==> config.mk <==
export PLATFORM = sky130hd
export DESIGN_NAME = tcs_system_area
export DESIGN_NICKNAME = d
export VERILOG_FILES = /design/src/tcs_pkg.sv /design/src/tcs_system_area.sv
export SDC_FILE = /design/constraint.sdc
export NUM_CORES = 1
export LEC_CHECK = 0
export BUFFER_PORTS_ARGS = -buffer_cell sky130_fd_sc_hd__buf_2
export CAP_MARGIN = 20
export CORE_MARGIN = 4
export CORE_UTILIZATION = 30
export CTS_BUF_LIST = sky130_fd_sc_hd__clkbuf_8 sky130_fd_sc_hd__clkbuf_16
export DETAILED_ROUTE_END_ITERATION = 12
export GPL_TIMING_DRIVEN = 0
export PLACE_DENSITY = 0.5
export SLEW_MARGIN = 40
export SYNTH_ARGS = -nofsm -noshare
export SYNTH_HDL_FRONTEND = slang
export SYNTH_SLANG_ARGS = --single-unit
==> constraint.sdc <==
create_clock -name clk -period 1.7 [get_ports clk]
set_clock_uncertainty 0.2 [all_clocks]
set_input_delay 0.34 -clock clk [delete_from_list [all_inputs] [get_ports clk]]
set_output_delay 0.34 -clock clk [all_outputs]
set_load 0.1 [all_outputs]
==> src/tcs_pkg.sv <==
// package: offsets, field positions, delivery values and command codes of the system area
package tcs_pkg;
  // byte addresses of the system area, reached with system_area_select high
  localparam logic [15:0] TCS_HOST_PASSWORD_OFS = 16'h0900;
  localparam logic [15:0] TCS_RADIO_PW1_OFS     = 16'h0904;
  localparam logic [15:0] TCS_RADIO_PW2_OFS     = 16'h0908;
  localparam logic [15:0] TCS_RADIO_PW3_OFS     = 16'h090C;
  localparam logic [15:0] TCS_NV_CONFIG_OFS     = 16'h0910;
  localparam logic [15:0] TCS_REVISION_OFS      = 16'h0911;
  localparam logic [15:0] TCS_FAMILY_ID_OFS     = 16'h0912;
  localparam logic [15:0] TCS_FORMAT_ID_OFS     = 16'h0913;
  localparam logic [15:0] TCS_UNIQUE_ID_OFS     = 16'h0914;
  localparam logic [15:0] TCS_IDENT_SIZE_OFS    = 16'h091C;
  localparam logic [15:0] TCS_VOL_CTRL_OFS      = 16'h0920;
  // configuration byte fields
  localparam int TCS_CFG_SINK_LO_BIT = 0;
  localparam int TCS_CFG_SINK_HI_BIT = 1;
  localparam int TCS_CFG_HDEF_BIT    = 2;
  localparam int TCS_CFG_PIN_BIT     = 3;
  // control register fields
  localparam int TCS_CTL_HON_BIT     = 0;
  localparam int TCS_CTL_FIELD_BIT   = 1;
  localparam int TCS_CTL_WDONE_BIT   = 7;
  // delivery values
  localparam logic [31:0] TCS_PASSWORD_RST  = 32'h0000_0000;
  localparam logic [7:0]  TCS_NV_CONFIG_RST = 8'hF4;
  localparam logic [7:0]  TCS_FAMILY_RST    = 8'h00;
  localparam logic [7:0]  TCS_FORMAT_RST    = 8'hFF;
  // radio command selector
  typedef enum logic [2:0]
  {
    TCS_RCMD_NONE        = 3'h0,
    TCS_RCMD_CFG_READ    = 3'h1,
    TCS_RCMD_HCFG_WRITE  = 3'h2,
    TCS_RCMD_PCFG_WRITE  = 3'h3,
    TCS_RCMD_CTRL_READ   = 3'h4,
    TCS_RCMD_HON_WRITE   = 3'h5
  } tcs_rcmd_t;
endpackage : tcs_pkg

==> src/tcs_system_area.sv <==
// system area: passwords, configuration byte, control register, identity bytes
`timescale 1ns/1ps
module tcs_system_area
  import tcs_pkg::*;
#(
  parameter logic [3:0]  REVISION    = 4'h1,                  // arbitrary value
  parameter logic [63:0] UNIQUE_ID   = 64'h0123_4567_89AB_CDEF, // arbitrary value
  parameter logic [31:0] IDENT_SIZE  = 32'h0011_2233          // arbitrary value
)
(
  input  wire logic        clk,
  input  wire logic        rstn,
  input  wire logic        clk_en,
  // host side byte port, one access per strobe
  input  wire logic        host_stb,
  input  wire logic        host_we,
  input  wire logic        system_area_select,
  input  wire logic [15:0] host_addr,
  input  wire logic [7:0]  host_wdata,
  output logic      [7:0]  host_rdata,
  output logic             host_ack,
  // host password presentation
  input  wire logic        pw_present_stb,
  input  wire logic [31:0] pw_present_val,
  output logic             host_unlocked,
  // non-volatile write cycle progress
  input  wire logic        nv_write_start,
  input  wire logic        nv_write_done_ok,
  // radio command port
  input  wire logic        radio_stb,
  input  wire logic [2:0]  radio_cmd,
  input  wire logic [7:0]  radio_wdata,
  output logic      [7:0]  radio_rdata,
  // radio activity status
  input  wire logic        radio_busy,
  input  wire logic        radio_write_busy,
  input  wire logic        field_power_ok,
  input  wire logic        harvest_conditions_ok,
  // outputs
  output logic             radio_activity_pin_o,
  output logic             radio_activity_pin_oe,
  output logic             harvest_out_en,
  output logic      [1:0]  sink_range
);

  logic [31:0] host_password_ff;
  logic [31:0] nxt_host_password;
  logic [95:0] radio_pw_ff;
  logic [7:0]  cfg_ff;
  logic [7:0]  nxt_cfg;
  logic        harvest_on_ff;
  logic        nxt_harvest_on;
  logic        wdone_ff;
  logic        nxt_wdone;
  logic        unlocked_ff;
  logic        nxt_unlocked;
  logic        field_ff;
  logic        init_ff;
  logic [7:0]  host_rdata_ff;
  logic [7:0]  nxt_host_rdata;
  logic [7:0]  radio_rdata_ff;
  logic [7:0]  nxt_radio_rdata;
  logic        ack_ff;

  // byte view of a word by address low bits, little-end first
  function automatic logic [7:0] tcs_byte_sel(input logic [31:0] w, input logic [1:0] i);
    tcs_byte_sel = w[8*i +: 8];
  endfunction : tcs_byte_sel

  // address decode, host side
  wire host_acc   = host_stb & system_area_select;
  wire host_wr    = host_acc & host_we;
  wire hit_pw     = (host_addr[15:2] == TCS_HOST_PASSWORD_OFS[15:2]);
  wire hit_rpw    = (host_addr >= TCS_RADIO_PW1_OFS) && (host_addr < TCS_NV_CONFIG_OFS);
  wire hit_cfg    = (host_addr == TCS_NV_CONFIG_OFS);
  wire hit_ctl    = (host_addr == TCS_VOL_CTRL_OFS);
  wire [15:0] uid_off   = host_addr - TCS_UNIQUE_ID_OFS;
  wire        in_uid    = (host_addr >= TCS_UNIQUE_ID_OFS) && (host_addr < TCS_IDENT_SIZE_OFS);
  wire        in_ident  = (host_addr >= TCS_IDENT_SIZE_OFS) && (host_addr < TCS_VOL_CTRL_OFS);

  // control byte as seen by each interface
  wire [7:0] ctl_host  = {wdone_ff, 5'h00, field_ff, harvest_on_ff};
  wire [7:0] ctl_radio = {1'b0, 5'h00, 1'b1, harvest_on_ff};
  wire       pw_match  = (pw_present_val == host_password_ff);
  wire       rcmd_ok   = radio_stb & field_ff;

  // host read mux; radio passwords read as zero
  always_comb
  begin
    nxt_host_rdata = 8'h00;
    if (hit_pw)
      nxt_host_rdata = tcs_byte_sel(host_password_ff, host_addr[1:0]);
    else if (hit_rpw)
      nxt_host_rdata = 8'h00;
    else if (hit_cfg)
      nxt_host_rdata = cfg_ff;
    else if (host_addr == TCS_REVISION_OFS)
      nxt_host_rdata = {REVISION, 4'h0};
    else if (host_addr == TCS_FAMILY_ID_OFS)
      nxt_host_rdata = TCS_FAMILY_RST;
    else if (host_addr == TCS_FORMAT_ID_OFS)
      nxt_host_rdata = TCS_FORMAT_RST;
    else if (in_uid)
      nxt_host_rdata = UNIQUE_ID[8*uid_off[2:0] +: 8];
    else if (in_ident)
      nxt_host_rdata = tcs_byte_sel(IDENT_SIZE, host_addr[1:0]);
    else if (hit_ctl)
      nxt_host_rdata = ctl_host;
  end

  // radio read mux
  always_comb
  begin
    nxt_radio_rdata = radio_rdata_ff;
    if (rcmd_ok && radio_cmd == TCS_RCMD_CFG_READ)
      nxt_radio_rdata = cfg_ff;
    else if (rcmd_ok && radio_cmd == TCS_RCMD_CTRL_READ)
      nxt_radio_rdata = ctl_radio;
  end

  // configuration byte: host writes all bits, radio writes masked fields
  always_comb
  begin
    nxt_cfg = cfg_ff;
    if (host_wr && hit_cfg)
      nxt_cfg = host_wdata;
    else if (rcmd_ok && radio_cmd == TCS_RCMD_HCFG_WRITE)
      nxt_cfg = {cfg_ff[7:3], radio_wdata[2:0]};
    else if (rcmd_ok && radio_cmd == TCS_RCMD_PCFG_WRITE)
      nxt_cfg[TCS_CFG_PIN_BIT] = radio_wdata[TCS_CFG_PIN_BIT];
  end

  // harvest enable: only bit 0 is writable, read-only bits are dropped
  always_comb
  begin
    nxt_harvest_on = harvest_on_ff;
    if (init_ff)
      nxt_harvest_on = ~cfg_ff[TCS_CFG_HDEF_BIT];
    else if (host_wr && hit_ctl)
      nxt_harvest_on = host_wdata[TCS_CTL_HON_BIT];
    else if (rcmd_ok && radio_cmd == TCS_RCMD_HON_WRITE)
      nxt_harvest_on = radio_wdata[TCS_CTL_HON_BIT];
  end

  // write-done flag: completion wins over a start in the same cycle
  assign nxt_wdone = nv_write_done_ok ? 1'b1 :
                     (nv_write_start ? 1'b0 : wdone_ff);

  // password unlock and rewrite; lock holds from power-on
  assign nxt_unlocked = (pw_present_stb && system_area_select) ? pw_match : unlocked_ff;
  assign nxt_host_password = (host_wr && hit_pw && unlocked_ff) ?
                             {host_addr[1:0] == 2'h3 ? host_wdata : host_password_ff[31:24],
                              host_addr[1:0] == 2'h2 ? host_wdata : host_password_ff[23:16],
                              host_addr[1:0] == 2'h1 ? host_wdata : host_password_ff[15:8],
                              host_addr[1:0] == 2'h0 ? host_wdata : host_password_ff[7:0]} :
                             host_password_ff;

  // configuration and passwords
  always_ff @(posedge clk or negedge rstn)
  begin
    if (!rstn)
    begin
      cfg_ff           <= TCS_NV_CONFIG_RST;
      host_password_ff <= TCS_PASSWORD_RST;
      radio_pw_ff      <= {3{TCS_PASSWORD_RST}};
      unlocked_ff      <= 1'b0;
    end
    else if (clk_en)
    begin
      cfg_ff           <= nxt_cfg;
      host_password_ff <= nxt_host_password;
      unlocked_ff      <= nxt_unlocked;
    end
  end

  // control register state and read data
  always_ff @(posedge clk or negedge rstn)
  begin
    if (!rstn)
    begin
      init_ff        <= 1'b1;
      harvest_on_ff  <= 1'b0;
      wdone_ff       <= 1'b0;
      field_ff       <= 1'b0;
      host_rdata_ff  <= 8'h00;
      radio_rdata_ff <= 8'h00;
      ack_ff         <= 1'b0;
    end
    else if (clk_en)
    begin
      init_ff        <= 1'b0;
      harvest_on_ff  <= nxt_harvest_on;
      wdone_ff       <= nxt_wdone;
      field_ff       <= field_power_ok;
      host_rdata_ff  <= host_acc ? nxt_host_rdata : host_rdata_ff;
      radio_rdata_ff <= nxt_radio_rdata;
      ack_ff         <= host_acc;
    end
  end

  // outputs; pin is open drain, pulled low only while indicating activity
  assign host_rdata            = host_rdata_ff;
  assign host_ack              = ack_ff;
  assign radio_rdata           = radio_rdata_ff;
  assign host_unlocked         = unlocked_ff;
  assign sink_range            = cfg_ff[TCS_CFG_SINK_HI_BIT:TCS_CFG_SINK_LO_BIT];
  assign harvest_out_en        = harvest_on_ff & harvest_conditions_ok;
  assign radio_activity_pin_o  = 1'b0;
  assign radio_activity_pin_oe = field_ff & (cfg_ff[TCS_CFG_PIN_BIT] ? radio_write_busy
                                                                     : radio_busy);
endmodule : tcs_system_area

Word-level counts from Yosys, hierarchy flattened
Index checks and enable logic that the tools add are counted.

Equality and inequality tests: 16. $lt $le $gt $ge: 6. Reductions and logical operators: 31. Bitwise logic cells: 6. Mux-type cells: 21. Shifts and indexed selects: 3. Add/sub/neg operators: 1.

Operators with widths (count): $mux 8 (11); $eq 16x12->1 const B (5); $shiftx 64x7->8 const A (1); $ge 16x12->1 const B (3); $lt 16x12->1 const B (3); $eq 32x32->1 (1); $shiftx 32x6->8 (1); $shiftx 32x6->8 const A (1); $reduce_and 3->1 (5); $eq 14x10->1 const B (1); $reduce_and 2->1 (7); $logic_and 1x1->1 (13); $mux 1 (8); $reduce_bool 2->1 (4); $eq 3x2->1 const B (2); $eq 3x3->1 const B (2); $and 1x1->1 (5); $eq 2x2->1 const B (2); $mux 4 (1); $eq 3x1->1 const B (1); $mux 3 (1); $reduce_bool 3->1 (1); $sub 3x3->3 const B (1); $eq 2x1->1 const B (1); other kinds (3) (3).

Register bits after elaboration: 62.

Longest topological paths before layout
Gate-level depths: netlist (run 1).

Depth after elaboration: 10. Mapped depth: 6. Gate-level depth less buffers: 4.

Worst setup path after synthesis (run 1)
OpenSTA, ideal clock, no wires.

Kind: register to register. Start point: register unlocked_ff (netlist: host_unlocked). End point: register host_password_ff[16]. Clock period less this slack: 2.501 ns. Library setup time: 0.125 ns. Setup slack: -0.801 ns. Cell stages (with the launch flop): 4. Arrival time: 2.176 ns. Cell sequence: dfrtp_1 > nand3_2 > nor4b_4 > mux2_2.

Word-level cells in the longest chain between the ends: 2.

RTL lines: start, declared (RTL line tcs_system_area.sv:55) `logic unlocked_ff;`; start signal, assigned (RTL line tcs_system_area.sv:172) `unlocked_ff <= nxt_unlocked;`; $logic_and 1x1->1 (RTL line tcs_system_area.sv:151) `assign nxt_host_password = (host_wr && hit_pw && unlocked_ff) ?`; $reduce_and 3->1 (no line); end signal, assigned (RTL line tcs_system_area.sv:171) `host_password_ff <= nxt_host_password;`; end, declared (RTL line tcs_system_area.sv:46) `logic [31:0] host_password_ff;`.

No other way between the ends. A chain may end at the register's enable or synchronous reset.

Final worst setup path (run 1)
Start point: input host_addr[6]. End point: register host_password_ff[6].

Word-level cells in the longest chain between the ends: 4.

RTL lines: start, declared (RTL line tcs_system_area.sv:18) `input wire logic [15:0] host_addr,`; $eq 14x10->1 (RTL line tcs_system_area.sv:73) `wire hit_pw = (host_addr[15:2] == TCS_HOST_PASSWORD_OFS[15:2]);`; $logic_and 1x1->1 (2 in a row) (RTL line tcs_system_area.sv:151); $reduce_and 3->1 (no line).

No other way between the ends.

==> impl_metrics.py, run 1 <==
metrics = {
    "yosys": {
        "ys_seq_area_frac": 0.4313,
        "synth-seq-cells": 62,
        "synth_cells": 303,
        "syn_area_um2": 3615,
        "synthTopCellsByArea": "dfrtp_1, mux2_2, xor2_1",
        "synth_largest_area_cell": "dfrtp_1",
        "synth_edf_count": 0,
        "async_flop_share": 1.000,
        "synth.distinct_cells": 61,
        "syn_area_per_cell_um2": 11.93,
        "synth_nets": 384,
        "yosys_warnings": 0,
        "synth-main-ff-cell": "dfrtp_1",
        "synth_commonest_cells": "dfrtp_1, mux2_2, xor2_1",
        "yosysTopAreaCellShare": 0.3877,
        "yosysMostFrequentCell": "dfrtp_1",
    },
    "routing": {
        "vias": 3053,
        "drtAntennaViolNets": 0,
        "wl_per_cell_um": 20.31,
        "drtPass1Iterations": 5,
        "wirelength_mm": 11.82,
        "remaining_drc_errors": 0,
        "first_iter_violations": 168,
        "vias_per_cell": 5.246,
    },
    "worst_setup_path": {
        "cp.required_ps": 1710,
        "end_kind": "register",
        "startpoint_type": "primary input",
        "cp_max_fo": 8,
        "regToRegSetupSlack_ps": -10,
        "reg2reg_depth": 3,
        "r2r-end": "host_rdata[2]",
        "worstPathArrival_ps": 1840,
        "reg2reg_from": "host_password_ff[26]",
        "critPathKind": "primary input to register",
    },
    "sta": {
        "fmax_ghz": 0.5479,
        "setup_violations": 29,
        "rsz0062_at_grt": "true",
        "post-route-period-util": 1.074,
        "hold_viol": 0,
        "fin_ws_ps": -125.0,
        "whs_ps": 42.46,
        "report.final.slew_viol_count": 0,
        "min_period_ps": 1825,
    },
    "power_and_ir_drop": {
        "clkPwrFrac": 0.415,
        "internal-power_mw": 3.138,
        "pwr-share-seq": 0.352,
        "power_switching_share": 0.3204,
        "p_comb_frac": 0.232,
        "p_total_mw": 4.618,
        "ir_worst_vdd_uv": 449.7,
        "p_leak_nw": 2.466,
        "p_sw_mw": 1.479,
        "power.density_nw_per_um2": 878.3,
    },
    "floorplanning": {
        "initial_core_util": 0.3112,
        "die_h_um": 117.8,
        "core_area_um2": 11610,
        "pin_count": 104,
        "die_w_um": 117.8,
        "rows": 39,
        "dieArea_um2": 13870,
    },
    "place": {
        "placed_cell_area_um2": 4427,
        "port-buffer-count": 95,
        "globalplace.congestion": 0.8043,
        "dp_hpwl_mm": 8.779,
    },
    "clock_tree": {
        "clockBufferDepth": 2,
        "cts_made_buffers": 9,
        "cts_tree": "built",
        "root_buffer": "clkbuf_16",
        "h-tree-depth": 3,
        "clk_pin_slew_ps": 60,
        "clock-sinks": 62,
        "clk-insertion-delay-late_ps": 330,
    },
    "layout": {
        "design_area_um2": 5258,
        "fill_cells": 1120,
        "drive_above_1_share": 0.5490,
        "regArea_um2": 1565,
        "diodes": 0,
        "finalNetCount": 516,
        "multi_input_area_um2": 2207,
        "area_growth_pct": 45.45,
    },
    "global_route": {
        "grt_max_degree": 41,
        "grt_pass1_wl_mm": 18.34,
        "antenna_found_initial": 0,
        "grt_util_all_layers": 0.1701,
        "grt.overflow.total": 0,
        "first_global_vias": 3171,
    },
    "min_path": {
        "hold_depth": 2,
        "whs_endpoint": "field_ff",
        "hp-start": "field_power_ok",
        "min_path_type": "primary input to register",
    },
    "flow_run": {
        "drv_cap": 0,
    },
    "run_status": {
        "status": "complete, but fails checks",
        "violations": "negative setup slack",
    },
}
[critical path, stage by stage]
cell and delay [ps]:
buf_6 90, nor4b_4 240, buf_4 180, nand3_4 130, buf_4 170, nor4_4 180, buf_12 190, mux2_4 310
[area by class of cell]
class | count | area share
Buffer | 13 | 0.02761
Clock buffer | 12 | 0.05069
Clock inverter | 3 | 0.008091
Inverter | 4 | 0.002856
Multi-Input combinational cell | 221 | 0.4198
Sequential cell | 62 | 0.2977
Tap cell | 143 | 0.03403
Timing Repair Buffer | 124 | 0.1592
[kinds of logic (layout without fill, tap and decap cells)]
family                 Yosys count  after routing  synth area share
other                            1              1          0.001037
multiplexers                    47             47            0.1706
buffers and inverters           20            156           0.03461
flip-flops                      62             62            0.4313
AND/OR/NAND/NOR                 85             85            0.1630
XOR/XNOR                        34             34           0.08238
AO/OA/AOI/OAI                   54             54            0.1170
[per-stage QoR]
step / std cells / setup WS [ps] / setup TNS [ps] / util
2_1_floorplan: 303 / -618.9 / -22070 / -
3_3_place_gp: 541 / -1119 / -56120 / 0.3787
3_5_place_dp: 542 / -1129 / -43740 / 0.3812
4_1_cts: 571 / -131.6 / -3259 / 0.4386
5_1_grt: 582 / -172.2 / -4679 / 0.4527
6_report: 582 / -125.0 / -2785 / 0.4527
[registers in the layout (all words and copies together), names as in the netlist]
| signal | count |
|---|---|
| cfg_ff | 8 |
| field_ff | 1 |
| harvest_on_ff | 1 |
| host_ack | 1 |
| host_password_ff | 32 |
| host_rdata | 8 |
| host_unlocked | 1 |
| init_ff | 1 |
| radio_rdata | 8 |
| wdone_ff | 1 |
[cells in the final DEF (no fill, tap or decap), types with 6 or more instances in the layout]
cell type / synthesis / final
xor2_1: 30 / 30
buf_6: 1 / 9
clkbuf_16: 0 / 10
mux4_2: 8 / 8
nor2_1: 6 / 6
nand2_1: 11 / 11
dfrtp_1: 56 / 51
buf_12: 0 / 7
dfstp_2: 6 / 6
buf_4: 3 / 26
a31oi_1: 7 / 7
buf_2: 0 / 83
a22o_1: 7 / 7
clkbuf_8: 3 / 6
mux2_4: 0 / 32
nand3_1: 10 / 8
[power groups by stage]
| stage | logic, mW | clock network, mW | registers, mW |
|---|---|---|---|
| floorplan | 0.386 | 0 | 1.94 |
| global placement | 0.964 | 0 | 1.66 |
| detailed placement | 0.978 | 0 | 1.66 |
| CTS | 1.05 | 1.95 | 1.63 |
| global route | 1.13 | 2.01 | 1.64 |
| finish | 1.07 | 1.92 | 1.63 |
[worst max path at each step]
stage	start	end	slack [ps]	cells past startpoint
after floorplan	host_addr[3]	host_password_ff[16]	-620	5
after global placement	host_addr[3]	host_password_ff[20]	-1120	5
after detailed placement	host_addr[3]	host_password_ff[19]	-1130	5
after CTS	host_addr[2]	host_password_ff[19]	-130	6
after global routing	host_addr[6]	host_password_ff[7]	-170	8
final	host_addr[6]	host_password_ff[6]	-130	8
[routing by layer]
layer / vias to the layer above / track usage / share of wire
li1: 1423 / - / -
met1: 1507 / 0.2405 / 0.47
met5: - / 0 / 0
met3: 11 / 0.03796 / 0.070
met2: 112 / 0.2630 / 0.45
met4: 0 / 0.04542 / 0.011
[what timing repair did]
| action | CTS | global route |
|---|---|---|
| hold buffers | 1 | 0 |
| gates resized for setup | 47 | 23 |
| pin swaps | 13 | 14 |
| endpoints found under the setup margin | 61 | 47 |
| setup buffers | 16 | 11 |
| hold endpoints to repair | 20 | 0 |
Note: power is estimated with default switching activity, not from simulation.
==> inputs of run 2 (changes only) <==
--- a/config.mk
+++ b/config.mk
@@ -12,6 +12,7 @@
 export CTS_BUF_LIST = sky130_fd_sc_hd__clkbuf_8 sky130_fd_sc_hd__clkbuf_16
 export DETAILED_ROUTE_END_ITERATION = 12
 export GPL_TIMING_DRIVEN = 0
+export HOLD_SLACK_MARGIN = 0.05
 export PLACE_DENSITY = 0.5
 export SLEW_MARGIN = 40
 export SYNTH_ARGS = -nofsm -noshare
==> run 2 against run 1 <==
Effect of this change: the flow still finishes with violations (negative setup slack); fmax grew 0.38%; clock-buffer cell count is the same; non-clock buffer count grew 1; routed wire length grew 0.51%; global-route usage is essentially flat; sequential share of layout area shrank 0.057 points; combinational power is essentially flat; die area is the same; first-iteration DRC count grew 21%; clock power is essentially flat; highest routed layer unchanged.
==> impl_metrics.py, run 2 (synthesis gave the netlist of run 1 again) <==
metrics = {
    "worst_setup_path": {
        "cp_max_fo": 8,
        "startpoint_type": "primary input",
        "end_kind": "register",
        "critPathKind": "primary input to register",
        "worstPathArrival_ps": 1830,
        "cp.required_ps": 1720,
    },
    "power_and_ir_drop": {
        "power.density_nw_per_um2": 878.8,
        "ir_worst_vdd_uv": 453.5,
        "p_leak_nw": 2.470,
    },
    "routing": {
        "wirelength_mm": 11.88,
        "vias": 3089,
        "drtPass1Iterations": 5,
        "drtAntennaViolNets": 0,
        "first_iter_violations": 203,
        "remaining_drc_errors": 0,
        "vias_per_cell": 5.298,
        "wl_per_cell_um": 20.38,
    },
    "global_route": {
        "grt_max_degree": 41,
        "grt.overflow.total": 0,
        "antenna_found_initial": 0,
        "first_global_vias": 3168,
        "grt_util_all_layers": 0.1699,
        "grt_pass1_wl_mm": 18.31,
    },
    "sta": {
        "report.final.slew_viol_count": 0,
        "fmax_ghz": 0.5500,
        "post-route-period-util": 1.069,
        "rsz0062_at_grt": "true",
        "min_period_ps": 1818,
        "setup_violations": 29,
        "whs_ps": 55.67,
        "hold_viol": 0,
        "fin_ws_ps": -118.1,
    },
    "layout": {
        "diodes": 0,
        "drive_above_1_share": 0.5477,
        "largest_reg_flops": 32,
        "area_growth_pct": 45.73,
        "largest-register": "host_password_ff",
        "final_common_cell": "buf_2",
        "fin_util": 0.4536,
        "finalNetCount": 517,
        "mostFrequentLayoutCells": "buf_2, dfrtp_1, mux2_4, xor2_1, buf_4",
        "design_area_um2": 5268,
    },
    "clock_tree": {
        "root_buffer": "clkbuf_16",
        "h-tree-depth": 3,
        "cts_made_buffers": 9,
        "clk_pin_slew_ps": 60,
        "clk-insertion-delay-late_ps": 330,
        "clockBufferDepth": 2,
        "cts_tree": "built",
        "clock-sinks": 62,
    },
    "run_status": {
        "violations": "negative setup slack",
        "status": "complete, but fails checks",
    },
    "floorplanning": {
        "pin_count": 104,
        "rows": 39,
        "dieArea_um2": 13870,
        "initial_core_util": 0.3112,
        "core_area_um2": 11610,
        "die_w_um": 117.8,
        "die_h_um": 117.8,
    },
    "place": {
        "placed_cell_area_um2": 4427,
        "globalplace.congestion": 0.8043,
        "port-buffer-count": 95,
        "dp_hpwl_mm": 8.779,
    },
    "min_path": {
        "min_path_type": "primary input to register",
    },
    "flow_run": {
        "drv_cap": 0,
    },
}
## run 2: cell count changes in the layout (fill, tap and decap cells not counted), sizes merged
cell         change
dlygate4sd3      +1
## run 2: critical path, cell delays in order
cell     delay (ps)
buf_6            90
nor4b_4         240
buf_4           170
nand3_4         130
buf_4           170
nor4_4          180
buf_12          190
mux2_4          310
## run 2: final timing paths
path	from	endpoint	slack [ps]	cells past startpoint
max in group asynchronous	rstn	cfg_ff[4]	460	3
setup reg to reg	host_password_ff[26]	host_rdata[2]	-20	3
setup / recovery	host_addr[6]	host_password_ff[6]	-120	8
hold reg to reg	radio_rdata[0]	radio_rdata[0]	280	2
min in group asynchronous	rstn	cfg_ff[0]	250	2
hold / removal	nv_write_done_ok	wdone_ff	60	2
## run 2: what timing repair did
| item | CTS | global route |
|---|---|---|
| hold buffers | 2 | 0 |
| setup endpoints to repair | 61 | 47 |
| setup buffers | 16 | 11 |
| endpoints found under the hold margin | 23 | 0 |
| gates resized for setup | 47 | 23 |
| pin swaps | 13 | 14 |
## run 2: per-stage QoR
stage | setup WS (ps) | instances | power [mW] | TNS (ps)
2_1_floorplan | -618.9 | 303 | 2.325 | -22070
3_3_place_gp | -1119 | 541 | 2.621 | -56120
3_5_place_dp | -1129 | 542 | 2.633 | -43740
4_1_cts | -131.6 | 572 | 4.629 | -3259
5_1_grt | -172.2 | 583 | 4.784 | -4679
6_report | -118.1 | 583 | 4.629 | -2668
## run 2: metal layers
metal	global-route usage	share of wire	vias to the layer above	wire, um
met5	0	0	-	0
met1	0.2408	0.47	1546	5588
met4	0.04542	0.012	0	148
li1	-	-	1425	-
met3	0.03748	0.060	14	714
met2	0.2623	0.46	104	5427
## run 2: cell type report
type	instances	area, um2
Fill cell	1118	6346
Multi-Input combinational cell	221	2207
Sequential cell	62	1565
Timing Repair Buffer	125	847.1
Clock buffer	12	266.5
Tap cell	143	178.9
Buffer	13	145.1
Clock inverter	3	42.54
Inverter	4	15.01
## run 2: report_power, final
group | internal (mW) | switching [mW]
Combinational | 0.338 | 0.737
Sequential | 1.56 | 0.0705
Clock | 1.24 | 0.682
